File: config.mk
export PLATFORM = sky130hd
export DESIGN_NAME = pic_top
export DESIGN_NICKNAME = d
export VERILOG_FILES = /design/src/core/pic_pkg.sv /design/src/core/pic_top.sv /design/src/core/pic_pin_sense.sv /design/src/core/pic_arbiter.sv
export SDC_FILE = /design/constraint.sdc
export NUM_CORES = 1
export LEC_CHECK = 0
export ABC_AREA = 1
export BUFFER_PORTS_ARGS = -buffer_cell sky130_fd_sc_hd__buf_2
export CAP_MARGIN = 25
export CORE_ASPECT_RATIO = 0.9
export CORE_MARGIN = 1
export CORE_UTILIZATION = 47
export CTS_BUF_LIST = sky130_fd_sc_hd__clkbuf_2 sky130_fd_sc_hd__clkbuf_4 sky130_fd_sc_hd__clkbuf_8
export CTS_CLUSTER_SIZE = 10
export DETAILED_ROUTE_END_ITERATION = 7
export PLACE_DENSITY = 0.75
export SLEW_MARGIN = 20
export SYNTH_ARGS = -nofsm -noshare
export SYNTH_HDL_FRONTEND = slang
export SYNTH_SLANG_ARGS = --single-unit
File: constraint.sdc
create_clock -name clk_i -period 24.3 [get_ports clk_i]
set_clock_uncertainty 0.15 [all_clocks]
set_input_delay 4.86 -clock clk_i [delete_from_list [all_inputs] [get_ports clk_i]]
set_output_delay 4.86 -clock clk_i [all_outputs]
set_load 0.1 [all_outputs]
File: src/core/pic_pkg.sv
// Package with register map, field layouts, reset values and carrier types.
// Overview of operation
// RULE1 - Normal source at or below current level stays pending until level drops.
// RULE2 - Unmasked falling edge on fast pin raises fast exception, never level gated.
// RULE3 - Processor takes fast or normal request only while its disable flag is 0.
// RULE4 - In stop mode fast pin and external pins trigger on low level.
// RULE5 - Sensing bit 1 means falling edge, 0 low level; trigger sets upper flag.
// RULE6 - Pins 0..7 are sources 16..23; internal sources 0..12; 13..15 reserved.
// RULE7 - Among equal top levels the larger source number wins.
// RULE8 - Number register is read-only; bits 4:0 hold source, upper bits zero.
// RULE9 - Software reads the number register once per normal exception.
// RULE10 - Number read sets current-level bit indexed by pending level; resets 0.
// RULE11 - Number read clears pending level to zero.
// RULE12 - Highest set current-level bit blocks requests at that level and below.
// RULE13 - Current-level and request-flag registers are write-one-to-clear.
// RULE14 - Pending level shows level of top pending unmasked request; resets 0.
// RULE15 - Fast control bit 2 is mask; resets to 0x04 or 0x06 by pin.
// RULE16 - Fast control bit 1 shows live pin level; writes ignored.
// RULE17 - Fast control bit 0 set by falling edge, cleared by writing 1.
// RULE18 - Each normal request sets its flag; low 16 bits, high 8 bits, reset 0.
// RULE19 - Six level registers, four 3-bit fields each, other bits zero.
// RULE20 - Level 7 is highest; level 0 masks the source.
// RULE21 - Fast request low while fast flag set and unmasked.
// RULE22 - Normal request negated once number read sets current-level bit.
// RULE23 - Software clears its current-level bit before returning from handler.
// RULE24 - External pins are synchronised before edge detection.
`default_nettype none
package pic_pkg;
  localparam int unsigned NUM_SRC = 24;
  localparam int unsigned NUM_INT = 13;
  localparam logic [5:0] ADR_NUMBER = 6'h00;
  localparam logic [5:0] ADR_CUR_LEVEL = 6'h04;
  localparam logic [5:0] ADR_PEND_LEVEL = 6'h08;
  localparam logic [5:0] ADR_FAST_CTRL = 6'h0c;
  localparam logic [5:0] ADR_SENSE = 6'h10;
  localparam logic [5:0] ADR_FLAGS_LOW = 6'h14;
  localparam logic [5:0] ADR_FLAGS_HIGH = 6'h18;
  localparam logic [5:0] ADR_LEVEL_BASE = 6'h20;
  localparam logic [5:0] ADR_LEVEL_LAST = 6'h34;
  localparam int unsigned FAST_MASK_POS = 2;
  localparam int unsigned FAST_LEVEL_POS = 1;
  localparam int unsigned FAST_FLAG_POS = 0;
  localparam logic [7:0] CUR_LEVEL_RST = 8'h00;
  localparam logic [2:0] PEND_LEVEL_RST = 3'h0;
  localparam logic [7:0] SENSE_RST = 8'h00;
  localparam logic [15:0] LEVEL_FIELDS_RST = 16'h0000;
  localparam logic [15:0] LEVEL_FIELD_MASK = 16'h7777;
  localparam logic [15:0] FLAGS_LOW_VALID = 16'h1fff;
  localparam logic [7:0] FLAGS_HIGH_RST = 8'h00;
  localparam logic [15:0] FLAGS_LOW_RST = 16'h0000;
  localparam logic FAST_MASK_RST = 1'b1;

  typedef struct packed {
    logic [4:0] number;
    logic [2:0] level;
    logic       hit;
  } pic_select_type;

  typedef struct packed {
    logic       cyc;
    logic       stb;
    logic       we;
    logic [5:0] adr;
    logic [3:0] sel;
    logic [31:0] dat;
  } pic_wb_req_type;
endpackage
`default_nettype wire

File: src/core/pic_top.sv
// Prioritised interrupt controller with Wishbone register access.
`default_nettype none
module pic_top (
  input  wire logic        clk_i,
  input  wire logic        rst_i,
  input  wire logic        cyc_i,
  input  wire logic        stb_i,
  input  wire logic        we_i,
  input  wire logic [5:0]  adr_i,
  input  wire logic [3:0]  sel_i,
  input  wire logic [31:0] dat_i,
  output logic [31:0]      dat_o,
  output logic             ack_o,
  input  wire logic        fast_request_pin_i,
  input  wire logic [7:0]  ext_request_pins_i,
  input  wire logic [12:0] int_events_i,
  input  wire logic        stop_mode_i,
  output logic             fast_exception_req_n_o,
  output logic             normal_exception_req_n_o
);
  logic [7:0]  current_level_mask;
  logic [2:0]  pending_level;
  logic [4:0]  active_source_number;
  logic        fast_mask_bit;
  logic        fast_request_flag;
  logic [7:0]  pin_sensing_select;
  logic [15:0] request_flags_low;
  logic [7:0]  request_flags_high;
  logic [15:0] level_fields [6];
  logic [71:0] level_flat;
  logic [7:0]  ext_trig;
  logic        fast_level;
  logic        fast_trig;
  logic        fast_prev;
  logic        fast_event;
  logic [23:0] pending;
  logic [2:0]  cur_top;
  logic        req_ok;
  logic        wr;
  logic        rd;
  logic        number_read;
  logic [31:0] next_dat;
  pic_pkg::pic_select_type choice;

  function automatic logic [2:0] top_level(input logic [7:0] m);
    top_level = 3'h0;
    for (int k = 1; k < 8; k++) begin
      if (m[k]) begin
        top_level = 3'(k);
      end
    end
  endfunction

  function automatic logic [15:0] w1c16(input logic [15:0] v,
                                        input logic [15:0] d);
    w1c16 = v & ~d;
  endfunction

  // Single-cycle answer; ack falls the cycle after it rose.
  assign req_ok = cyc_i && stb_i && !ack_o;
  assign wr = req_ok && we_i;
  assign rd = req_ok && !we_i;
  assign number_read = rd && adr_i == pic_pkg::ADR_NUMBER;

  always_ff @(posedge clk_i) begin
    if (rst_i) begin
      ack_o <= 1'b0;
    end else begin
      ack_o <= req_ok;
    end
  end

  genvar g;
  generate
    for (g = 0; g < 8; g++) begin : g_pin
      pic_pin_sense u_sense (
        .clk_i       (clk_i),
        .rst_i       (rst_i),
        .pin_n_i     (ext_request_pins_i[g]),
        .edge_mode_i (pin_sensing_select[g]),
        .stop_mode_i (stop_mode_i),
        .level_o     (),
        .trigger_o   (ext_trig[g])
      );
    end
    for (g = 0; g < 6; g++) begin : g_lvl
      assign level_flat[g*12 +: 12] = {level_fields[g][14:12],
                                       level_fields[g][10:8],
                                       level_fields[g][6:4],
                                       level_fields[g][2:0]};
    end
  endgenerate

  // Fast pin is always treated as edge sensed outside stop mode.
  pic_pin_sense u_fast (
    .clk_i       (clk_i),
    .rst_i       (rst_i),
    .pin_n_i     (fast_request_pin_i),
    .edge_mode_i (1'b1),
    .stop_mode_i (stop_mode_i),
    .level_o     (fast_level),
    .trigger_o   (fast_trig)
  );

  // In stop mode a held low level sets the flag every cycle, even after a clear; outside it only an edge sets it.
  always_ff @(posedge clk_i) begin
    if (rst_i) begin
      fast_prev <= 1'b0;
    end else begin
      fast_prev <= fast_trig;
    end
  end
  assign fast_event = fast_trig && (!fast_prev || stop_mode_i);

  assign pending = {request_flags_high, request_flags_low};

  pic_arbiter u_arb (
    .pending_i (pending),
    .levels_i  (level_flat),
    .sel_o     (choice)
  );

  assign cur_top = top_level(current_level_mask);

  // Latch selection; a number read clears the pending level.
  // The pending level also falls back to zero once nothing outranks the
  // current level, so a cleared request never leaves a stale level behind.
  always_ff @(posedge clk_i) begin
    if (rst_i) begin
      pending_level <= pic_pkg::PEND_LEVEL_RST; // RULE14
      active_source_number <= 5'h00;
    end else if (number_read) begin
      pending_level <= pic_pkg::PEND_LEVEL_RST; // RULE11
    end else if (choice.hit && choice.level > cur_top) begin // RULE1 RULE12
      pending_level <= choice.level; // RULE14
      active_source_number <= choice.number;
    end else begin
      pending_level <= pic_pkg::PEND_LEVEL_RST; // RULE14
    end
  end

  // Held requests release once the current level drops.
  always_ff @(posedge clk_i) begin
    if (rst_i) begin
      normal_exception_req_n_o <= 1'b1;
    end else begin
      normal_exception_req_n_o <= !(choice.hit && choice.level > cur_top
                                    && !number_read); // RULE1 RULE22
    end
  end

  always_ff @(posedge clk_i) begin
    if (rst_i) begin
      current_level_mask <= pic_pkg::CUR_LEVEL_RST;
    end else if (number_read) begin
      current_level_mask <= current_level_mask
                            | (8'h01 << pending_level); // RULE10 RULE22
    end else if (wr && adr_i == pic_pkg::ADR_CUR_LEVEL && sel_i[0]) begin
      current_level_mask <= current_level_mask & ~dat_i[7:0]; // RULE13
    end
  end

  // Set wins over a simultaneous write-one clear.
  always_ff @(posedge clk_i) begin
    if (rst_i) begin
      request_flags_low <= pic_pkg::FLAGS_LOW_RST;
      request_flags_high <= pic_pkg::FLAGS_HIGH_RST;
    end else begin
      request_flags_low <= (wr && adr_i == pic_pkg::ADR_FLAGS_LOW
                            ? w1c16(request_flags_low,
                                    {sel_i[1] ? dat_i[15:8] : 8'h00,
                                     sel_i[0] ? dat_i[7:0] : 8'h00}) // RULE13
                            : request_flags_low)
                           | ({3'h0, int_events_i}
                              & pic_pkg::FLAGS_LOW_VALID); // RULE6 RULE18
      request_flags_high <= (wr && adr_i == pic_pkg::ADR_FLAGS_HIGH
                             && sel_i[0]
                             ? request_flags_high & ~dat_i[7:0] // RULE13
                             : request_flags_high)
                            | ext_trig; // RULE5 RULE6 RULE18
    end
  end

  // Mask resets to 1 whatever the pin level; only the read-back level bit follows the pin.
  always_ff @(posedge clk_i) begin
    if (rst_i) begin
      fast_mask_bit <= pic_pkg::FAST_MASK_RST; // RULE15
      fast_request_flag <= 1'b0;
    end else begin
      if (wr && adr_i == pic_pkg::ADR_FAST_CTRL && sel_i[0]) begin
        fast_mask_bit <= dat_i[pic_pkg::FAST_MASK_POS]; // RULE15
      end
      fast_request_flag <= (fast_request_flag
                            && !(wr && adr_i == pic_pkg::ADR_FAST_CTRL
                                 && sel_i[0]
                                 && dat_i[pic_pkg::FAST_FLAG_POS])) // RULE17
                           || fast_event; // RULE17 RULE4
    end
  end

  always_ff @(posedge clk_i) begin
    if (rst_i) begin
      fast_exception_req_n_o <= 1'b1;
    end else begin
      fast_exception_req_n_o <= !(fast_request_flag
                                  && !fast_mask_bit); // RULE2 RULE21
    end
  end

  always_ff @(posedge clk_i) begin
    if (rst_i) begin
      pin_sensing_select <= pic_pkg::SENSE_RST;
    end else if (wr && adr_i == pic_pkg::ADR_SENSE && sel_i[0]) begin
      pin_sensing_select <= dat_i[7:0]; // RULE5
    end
  end

  always_ff @(posedge clk_i) begin
    if (rst_i) begin
      for (int r = 0; r < 6; r++) begin
        level_fields[r] <= pic_pkg::LEVEL_FIELDS_RST; // RULE19
      end
    end else begin
      for (int r = 0; r < 6; r++) begin
        if (wr && adr_i == pic_pkg::ADR_LEVEL_BASE + 6'(r * 4)) begin
          if (sel_i[0]) begin
            level_fields[r][7:0] <= dat_i[7:0]
                                    & pic_pkg::LEVEL_FIELD_MASK[7:0];
          end
          if (sel_i[1]) begin
            level_fields[r][15:8] <= dat_i[15:8]
                                     & pic_pkg::LEVEL_FIELD_MASK[15:8];
          end
        end
      end
    end
  end

  always_comb begin
    next_dat = 32'h0000_0000;
    case (adr_i)
      pic_pkg::ADR_NUMBER: next_dat = {27'h0, active_source_number}; // RULE8
      pic_pkg::ADR_CUR_LEVEL: next_dat = {24'h0, current_level_mask};
      pic_pkg::ADR_PEND_LEVEL: next_dat = {29'h0, pending_level};
      pic_pkg::ADR_FAST_CTRL: next_dat = {29'h0, fast_mask_bit,
                                          fast_level, // RULE16
                                          fast_request_flag};
      pic_pkg::ADR_SENSE: next_dat = {24'h0, pin_sensing_select};
      pic_pkg::ADR_FLAGS_LOW: next_dat = {16'h0, request_flags_low};
      pic_pkg::ADR_FLAGS_HIGH: next_dat = {24'h0, request_flags_high};
      default: begin
        if (adr_i >= pic_pkg::ADR_LEVEL_BASE
            && adr_i <= pic_pkg::ADR_LEVEL_LAST && adr_i[1:0] == 2'h0) begin
          next_dat = {16'h0, level_fields[3'(adr_i[4:2] - 3'h0)]};
        end
      end
    endcase
  end

  always_ff @(posedge clk_i) begin
    if (rst_i) begin
      dat_o <= 32'h0000_0000;
    end else begin
      dat_o <= rd ? next_dat : 32'h0000_0000;
    end
  end
endmodule
`default_nettype wire

File: src/core/pic_pin_sense.sv
// Pin synchroniser with edge or low-level trigger detection.
`default_nettype none
module pic_pin_sense (
  input  wire logic clk_i,
  input  wire logic rst_i,
  input  wire logic pin_n_i,
  input  wire logic edge_mode_i,
  input  wire logic stop_mode_i,
  output logic      level_o,
  output logic      trigger_o
);
  logic meta;
  logic sync;
  logic prev;

  // Reset to high, so a pin held low through reset shows one falling edge after it.
  always_ff @(posedge clk_i) begin // RULE24
    if (rst_i) begin
      meta <= 1'b1;
      sync <= 1'b1;
      prev <= 1'b1;
    end else begin
      meta <= pin_n_i;
      sync <= meta;
      prev <= sync;
    end
  end

  assign level_o = sync;
  // Stop mode overrides the selection and senses low level.
  assign trigger_o = (edge_mode_i && !stop_mode_i) ? (prev && !sync) // RULE5
                                                   : !sync; // RULE4
endmodule
`default_nettype wire

File: src/core/pic_arbiter.sv
// Level and source-number arbitration over all normal sources.
`default_nettype none
module pic_arbiter (
  input  wire logic [23:0]         pending_i,
  input  wire logic [71:0]         levels_i,
  output pic_pkg::pic_select_type  sel_o
);
  always_comb begin
    sel_o = '0;
    // Ascending scan with >= lets larger numbers win ties.
    for (int i = 0; i < 24; i++) begin
      if (pending_i[i] && levels_i[i*3 +: 3] != 3'h0 && // RULE20
          levels_i[i*3 +: 3] >= sel_o.level) begin // RULE7
        sel_o.hit = 1'b1;
        sel_o.level = levels_i[i*3 +: 3];
        sel_o.number = 5'(i);
      end
    end
  end
endmodule
`default_nettype wire

* Word-level counts from Yosys, hierarchy flattened
Memory sizes are Yosys's and may differ from the RTL's.
Cells that the tools add are included.
** Storage, ports and cells
- Bits in writable memories :: 72
- Output and inout port bits :: 35
- Input bits :: 70
- Logic and storage cells :: 347
- Bits in registers :: 113
- Memories kept :: 1
** Operators by class
- Magnitude comparators :: 27
- Reduce and logical (&&, ||, !) cells :: 143
- Bitwise logic cells :: 23
- Shifts and indexed selects :: 1
- Equal/unequal tests :: 12
- Multiplexer cells :: 100
** Memories
- level_fields :: words 6, bits a word 12, rd ports 7, clocked after memory_dff 0, wr ports 6, line pic_top.sv:29 : logic [15:0] level_fields [6];
** Operator list (count)
- 16-bit one-hot mux with 7 select lines :: 1
- 8-bit two-way mux :: 13
- 1-bit logical AND :: 93
- 6-bit two-way mux :: 14
- 9-bit two-way mux :: 8
- 3-bit nonzero test :: 24
- 3-bit >= comparator :: 23
- 1-bit two-way mux :: 50
- 6-bit equality test, second input constant :: 6
- 16-bit two-way mux :: 2
- 7-bit two-way mux :: 4
- 6-bit by 5-bit equality test with 1-bit output, second input constant :: 3
- 1-bit zero test :: 18
- 16-bit AND :: 1
- 8-bit AND :: 2
- 16-bit inverter :: 1
- 16-bit by 13-bit OR with 16-bit output :: 1
- 8-bit OR :: 2
- 6-bit by 4-bit equality test with 1-bit output, second input constant :: 2
- 3-bit two-way mux :: 4
- 1-bit OR :: 12
- 8-bit inverter :: 1
- 1-bit by 3-bit left shift with 8-bit output, first input constant :: 1
- 6-bit by 3-bit equality test with 1-bit output, second input constant :: 1
- 15 further kinds :: 19

* Longest topological paths before layout
An unclocked memory read counts as a cell.
- Depth in word-level cells :: 78
- Gate-level depth with buffers :: 214
- Mapped depth without buffers :: 214

* Hierarchy
Synthesis repeated with hierarchy kept, for this count alone.
** Second synthesis, totals
- Cell total of the unflattened synthesis :: 1491
- Area total of the unflattened synthesis :: 10705.3 um2
** Modules (own cells, without submodules)
- pic_top :: instances 1, sequential area each 3563.4 um2, cells an instance 854, area each 6775.2 um2
- pic_arbiter :: instances 1, sequential area each 0.0 um2, cells an instance 565, area each 3141.8 um2
- pic_pin_sense :: instances 9, sequential area each 60.1 um2, cells an instance 8, area each 87.6 um2

* Worst setup path after synthesis
Ideal clock, no wire load.
- Kind :: register -> register
- From :: memory level_fields[0][2] (netlist name)
- To :: register active_source_number[0]
- Setup slack :: 2.229 ns
- Clock period less this slack :: 22.071 ns
- Data arrival time :: 21.806 ns
- Path buffers :: 0
- Data required time :: 24.034 ns
- Library setup time :: 0.116 ns
- Cell stages (with the launch flop) :: 184
- Cell sequence :: edfxtp_1 nor2_1 nand2_1 nand2_1 nor2_1 inv_1 ha_1 nand2_1 inv_1 nand2_1 nand2_1 nand2_2 o21ai_0 ha_1 o21ai_0 nand3_2 nand2_2 o21ai_0 (+148 left out) nand2_4 nand2_1 and2_1 ha_1 nand2_1 o211ai_1 nand2_1 inv_1 o21a_1 inv_1 ha_1 nand2_1 nor2_1 a211oi_1 a311oi_1 nand2_2 nand3_1 nand2_1
** RTL lines
- start: declaration :: line pic_top.sv:29
- end signal: assignment :: line pic_top.sv:136 : active_source_number <= choice.number;
- end: declaration :: line pic_top.sv:23 : logic [4:0] active_source_number;

==> impl_results.md <==
* Status: finished clean
* I/O Pins at ~110
* Core area at between 20000 and 25000 sq um
* Final Max Slew Viols at 0
* Crit path to: active_source_number[3]
* FP Rows at 50
* CTS tree: yes
* Worst path arrival time at 22.57 ns
* Hold crit path type: register to register
* Slack of the critical path at between 2 and 2.5 ns
* Largest net degree at the start of global routing at between 60 and 70
* R2R setup slack at slightly above 2 ns
* FF-to-FF Start: level_fields[0][0]
* DPL Wire Length at roughly 22000 um
* Synth Area per Inst at roughly 7.5 sq um
* Leading area contributor after synthesis: edfxtp_1
* Slowest cell delay on critical path at 0.40 ns
* ANT nets after route at 0
* Area Overhead vs Synth at 12.49%
* Yosys reg bits at approximately 170
* Drt drc at 0
* DRT Wirelength at between 20000 and 30000 um
* Fill count at about 2000
* CTS Root Cell: clkbuf_8
* Synth top area share at 0.2139
* Number of hold buffers added after CTS at 0
* 1st-iter DRT viols at between 1000 and 1500
* Maximum vdd drop at ~0.040 mV
* Stages on worst setup path at 199
* GRT Util Overall at 0.2764
* Die H at around 140 um
* Synth top area cells: edfxtp_1, dfxtp_1, nand2_1
* Most used cell, CP: nand2_1
* Post-synthesis instance total at about 1300
* Required @ worst endpoint at approximately 25 ns
* DR vias at about 9600
* # diodes at 0
* Leakage at roughly 5.1 nW
* Final hold vios at 0
* CTS H-tree depth at 4
* Max Cap Viol at 0
* Synthesized area at around 10000 sq um
* Clock Tree Buf Depth at 2
* Worst Tran Pin Value at just over 0.8 ns
* Worst skew pair latency at a little under 0.5 ns
* Count leader, synth: nand2_1
* Fmax at ~0.045 GHz
* Vias in the first global route at a little under 9000
* DP Cell Count at 1679
* Top delay family on crit path: simple AND/OR/NAND/NOR gates
* Synth warn at 0
* Number of synthesized flops with an enable pin at around 70
* Initial Utilization at 0.4823
* Final std cells w/o fill at around 1700
* Final setup fails at 0
* WS Path Type: register to register
* Post-DR wirelength/cell at roughly 17 um
* Dpl ws at -0.09033 ns
* GR Overflow Total at 0
* DRT Pass-1 Iters at 6
* Initial antenna violation count at 0
* CP Launch Point: level_fields[0][0]
* I/O Buffers at 70
* Width of the die at 156.6 um
* Final nets at around 1500
* Clock tree sinks at 169
* Routability cong. at between 0.9 and 1
* Ratio of cells with drive above 1 in the final layout at 0.1950
* Power Dens Cells at around 65 nW/um^2
* Top cells by count, synth: nand2_1, inv_1, nor2_1
* Worst-path fanout max at 8
* RR Endpoint: active_source_number[3]
* Worst-path clk slew at around 0.10 ns
* Netlist cell types at 49
* CP max-delay cell: edfxtp_1
* Vias per Instance at 5.582
* Reg2Reg Depth at around 200
* Die area at between 20000 and 25000 sq um
* Crit path capture type: register
* Top_reg_cell synth: dfxtp_1
* Relative slew slack at 0.4542
* First-pass GRT wire length at between 40000 and 50000 um
* Tcrit/Tclk final at 0.9172
* Post-synthesis sequential area ratio at 0.4060
* Crit path launch type: register
* CTS Buf Count at 17
* Buf/Inv on CP at 26
* Min cycle time layout at roughly 22 ns
* Async SR Flop Fraction at 0
cell usage in the layout (no fill, tap or decap), types with 3 or more instances in the layout:
cell type    n
clkbuf_8    17
o31ai_1     16
nand4_1     16
conb_1      16
and2_1       4
clkinv_8     3
nand3_1     80
inv_1      184
nand2_1    236
nand2_2     41
o2111ai_1    9
nor2_2       5
a32o_1       5
o22ai_1     22
o21ai_2     22
or2_2       24
o21a_1       3
o21ai_1      9
o21ai_0     85
a31oi_1      3
nand2_4     25
a21oi_2      7
dfxtp_1     97
nand3_2     21
nor3_1       8
a21oi_1     77
inv_8        3
inv_2        6
ha_1        32
buf_4       16
nand3_4      3
inv_6        4
edfxtp_1    72
buf_2       70
a221oi_1     6
o211ai_1     5
clkinv_1     8
nor2_1     152
cell type report:
cell class / count / area (sq um) / area share
Inverter: 198 / 743.2 / 0.06536
Clock buffer: 18 / 241.5 / 0.02124
Multi-Input combinational cell: 951 / 5278 / 0.4641
Clock inverter: 14 / 176.4 / 0.01551
Timing Repair Buffer: 86 / 470.5 / 0.04137
Sequential cell: 169 / 4104 / 0.3609
Tap cell: 286 / 357.8 / 0.03147
registers in the layout, summed over array words and instances (netlist names), 3 cells and up:
signal / count
level_fields: 72
dat_o: 16
request_flags_low: 16
current_level_mask: 8
g_pin.u_sense.level_o: 8
g_pin.u_sense.meta: 8
g_pin.u_sense.prev: 8
pin_sensing_select: 8
request_flags_high: 8
active_source_number: 5
pending_level: 3
layer usage:
| metal | vias to the layer above | share of wire | global-route usage |
|---|---|---|---|
| met2 | 519 | 0.44 | 0.4283 |
| met3 | 82 | 0.11 | 0.05626 |
| li1 | 4620 | - | - |
| met4 | 0 | 0.037 | 0.1197 |
| met1 | 4392 | 0.41 | 0.3730 |
| met5 | - | 0 | 0 |
per-stage QoR:
stage / area, sq um / setup TNS, ns / hold slack [ns] / utilization / total power, mW
global route: 11370 / -0.7456 / 0.2825 / 0.5426 / 0.7799
global placement: 10680 / 0 / 0.2414 / 0.5096 / 0.5128
detailed placement: 10680 / -0.6893 / 0.2432 / 0.5096 / 0.5181
CTS: 11100 / 0 / 0.2659 / 0.5295 / 0.7243
floorplan: 10160 / 0 / 0.2384 / - / 0.4739
finish: 11370 / 0 / 0.2661 / 0.5426 / 0.7421
worst reg2reg max path, delay by kind of cell, from the launching register on:
| family | cells | cell delay, ns |
|---|---|---|
| simple gates | 101 | 8.89 |
| fa+ha+maj | 24 | 6.42 |
| compound gates | 48 | 4.67 |
| buf+inv | 26 | 1.63 |
| flops | 1 | 0.40 |
cell families after synthesis:
logic type                 after synthesis  share of synthesized area
adders and majority gates               32                    0.03961
and+or+nand+nor                        621                     0.2940
other                                    1                  0.0003710
AOI/OAI and AO/OA                      282                     0.1636
buffers and inverters                  241                    0.09642
DFF                                    169                     0.4060
worst min path at each step:
stage / start / end / slack [ns] / cells past startpoint
final: u_fast.meta / u_fast.level_o / 0.27 / 1
after global placement: u_fast.meta / u_fast.level_o / 0.24 / 1
after CTS: g_pin[0].u_sense.meta / g_pin[0].u_sense.level_o / 0.27 / 1
after floorplan: g_pin[2].u_sense.level_o / g_pin[2].u_sense.prev / 0.24 / 2
after detailed placement: g_pin[1].u_sense.meta / g_pin[1].u_sense.level_o / 0.24 / 1
after global routing: g_pin[7].u_sense.meta / g_pin[7].u_sense.level_o / 0.28 / 1
what timing repair did:
action	4_1_cts	5_1_grt
pin swaps	0	19
endpoints found under the setup margin	9	9
hold endpoints to repair	0	0
gates resized for setup	3	69
setup buffers	0	11
power by group:
group	total (mW)	switching (mW)	internal (mW)
clock network	0.211	0.122	0.0890
logic	0.209	0.140	0.0684
registers	0.322	0.0130	0.309
No activity file was read; power rests on OpenSTA's default activity.
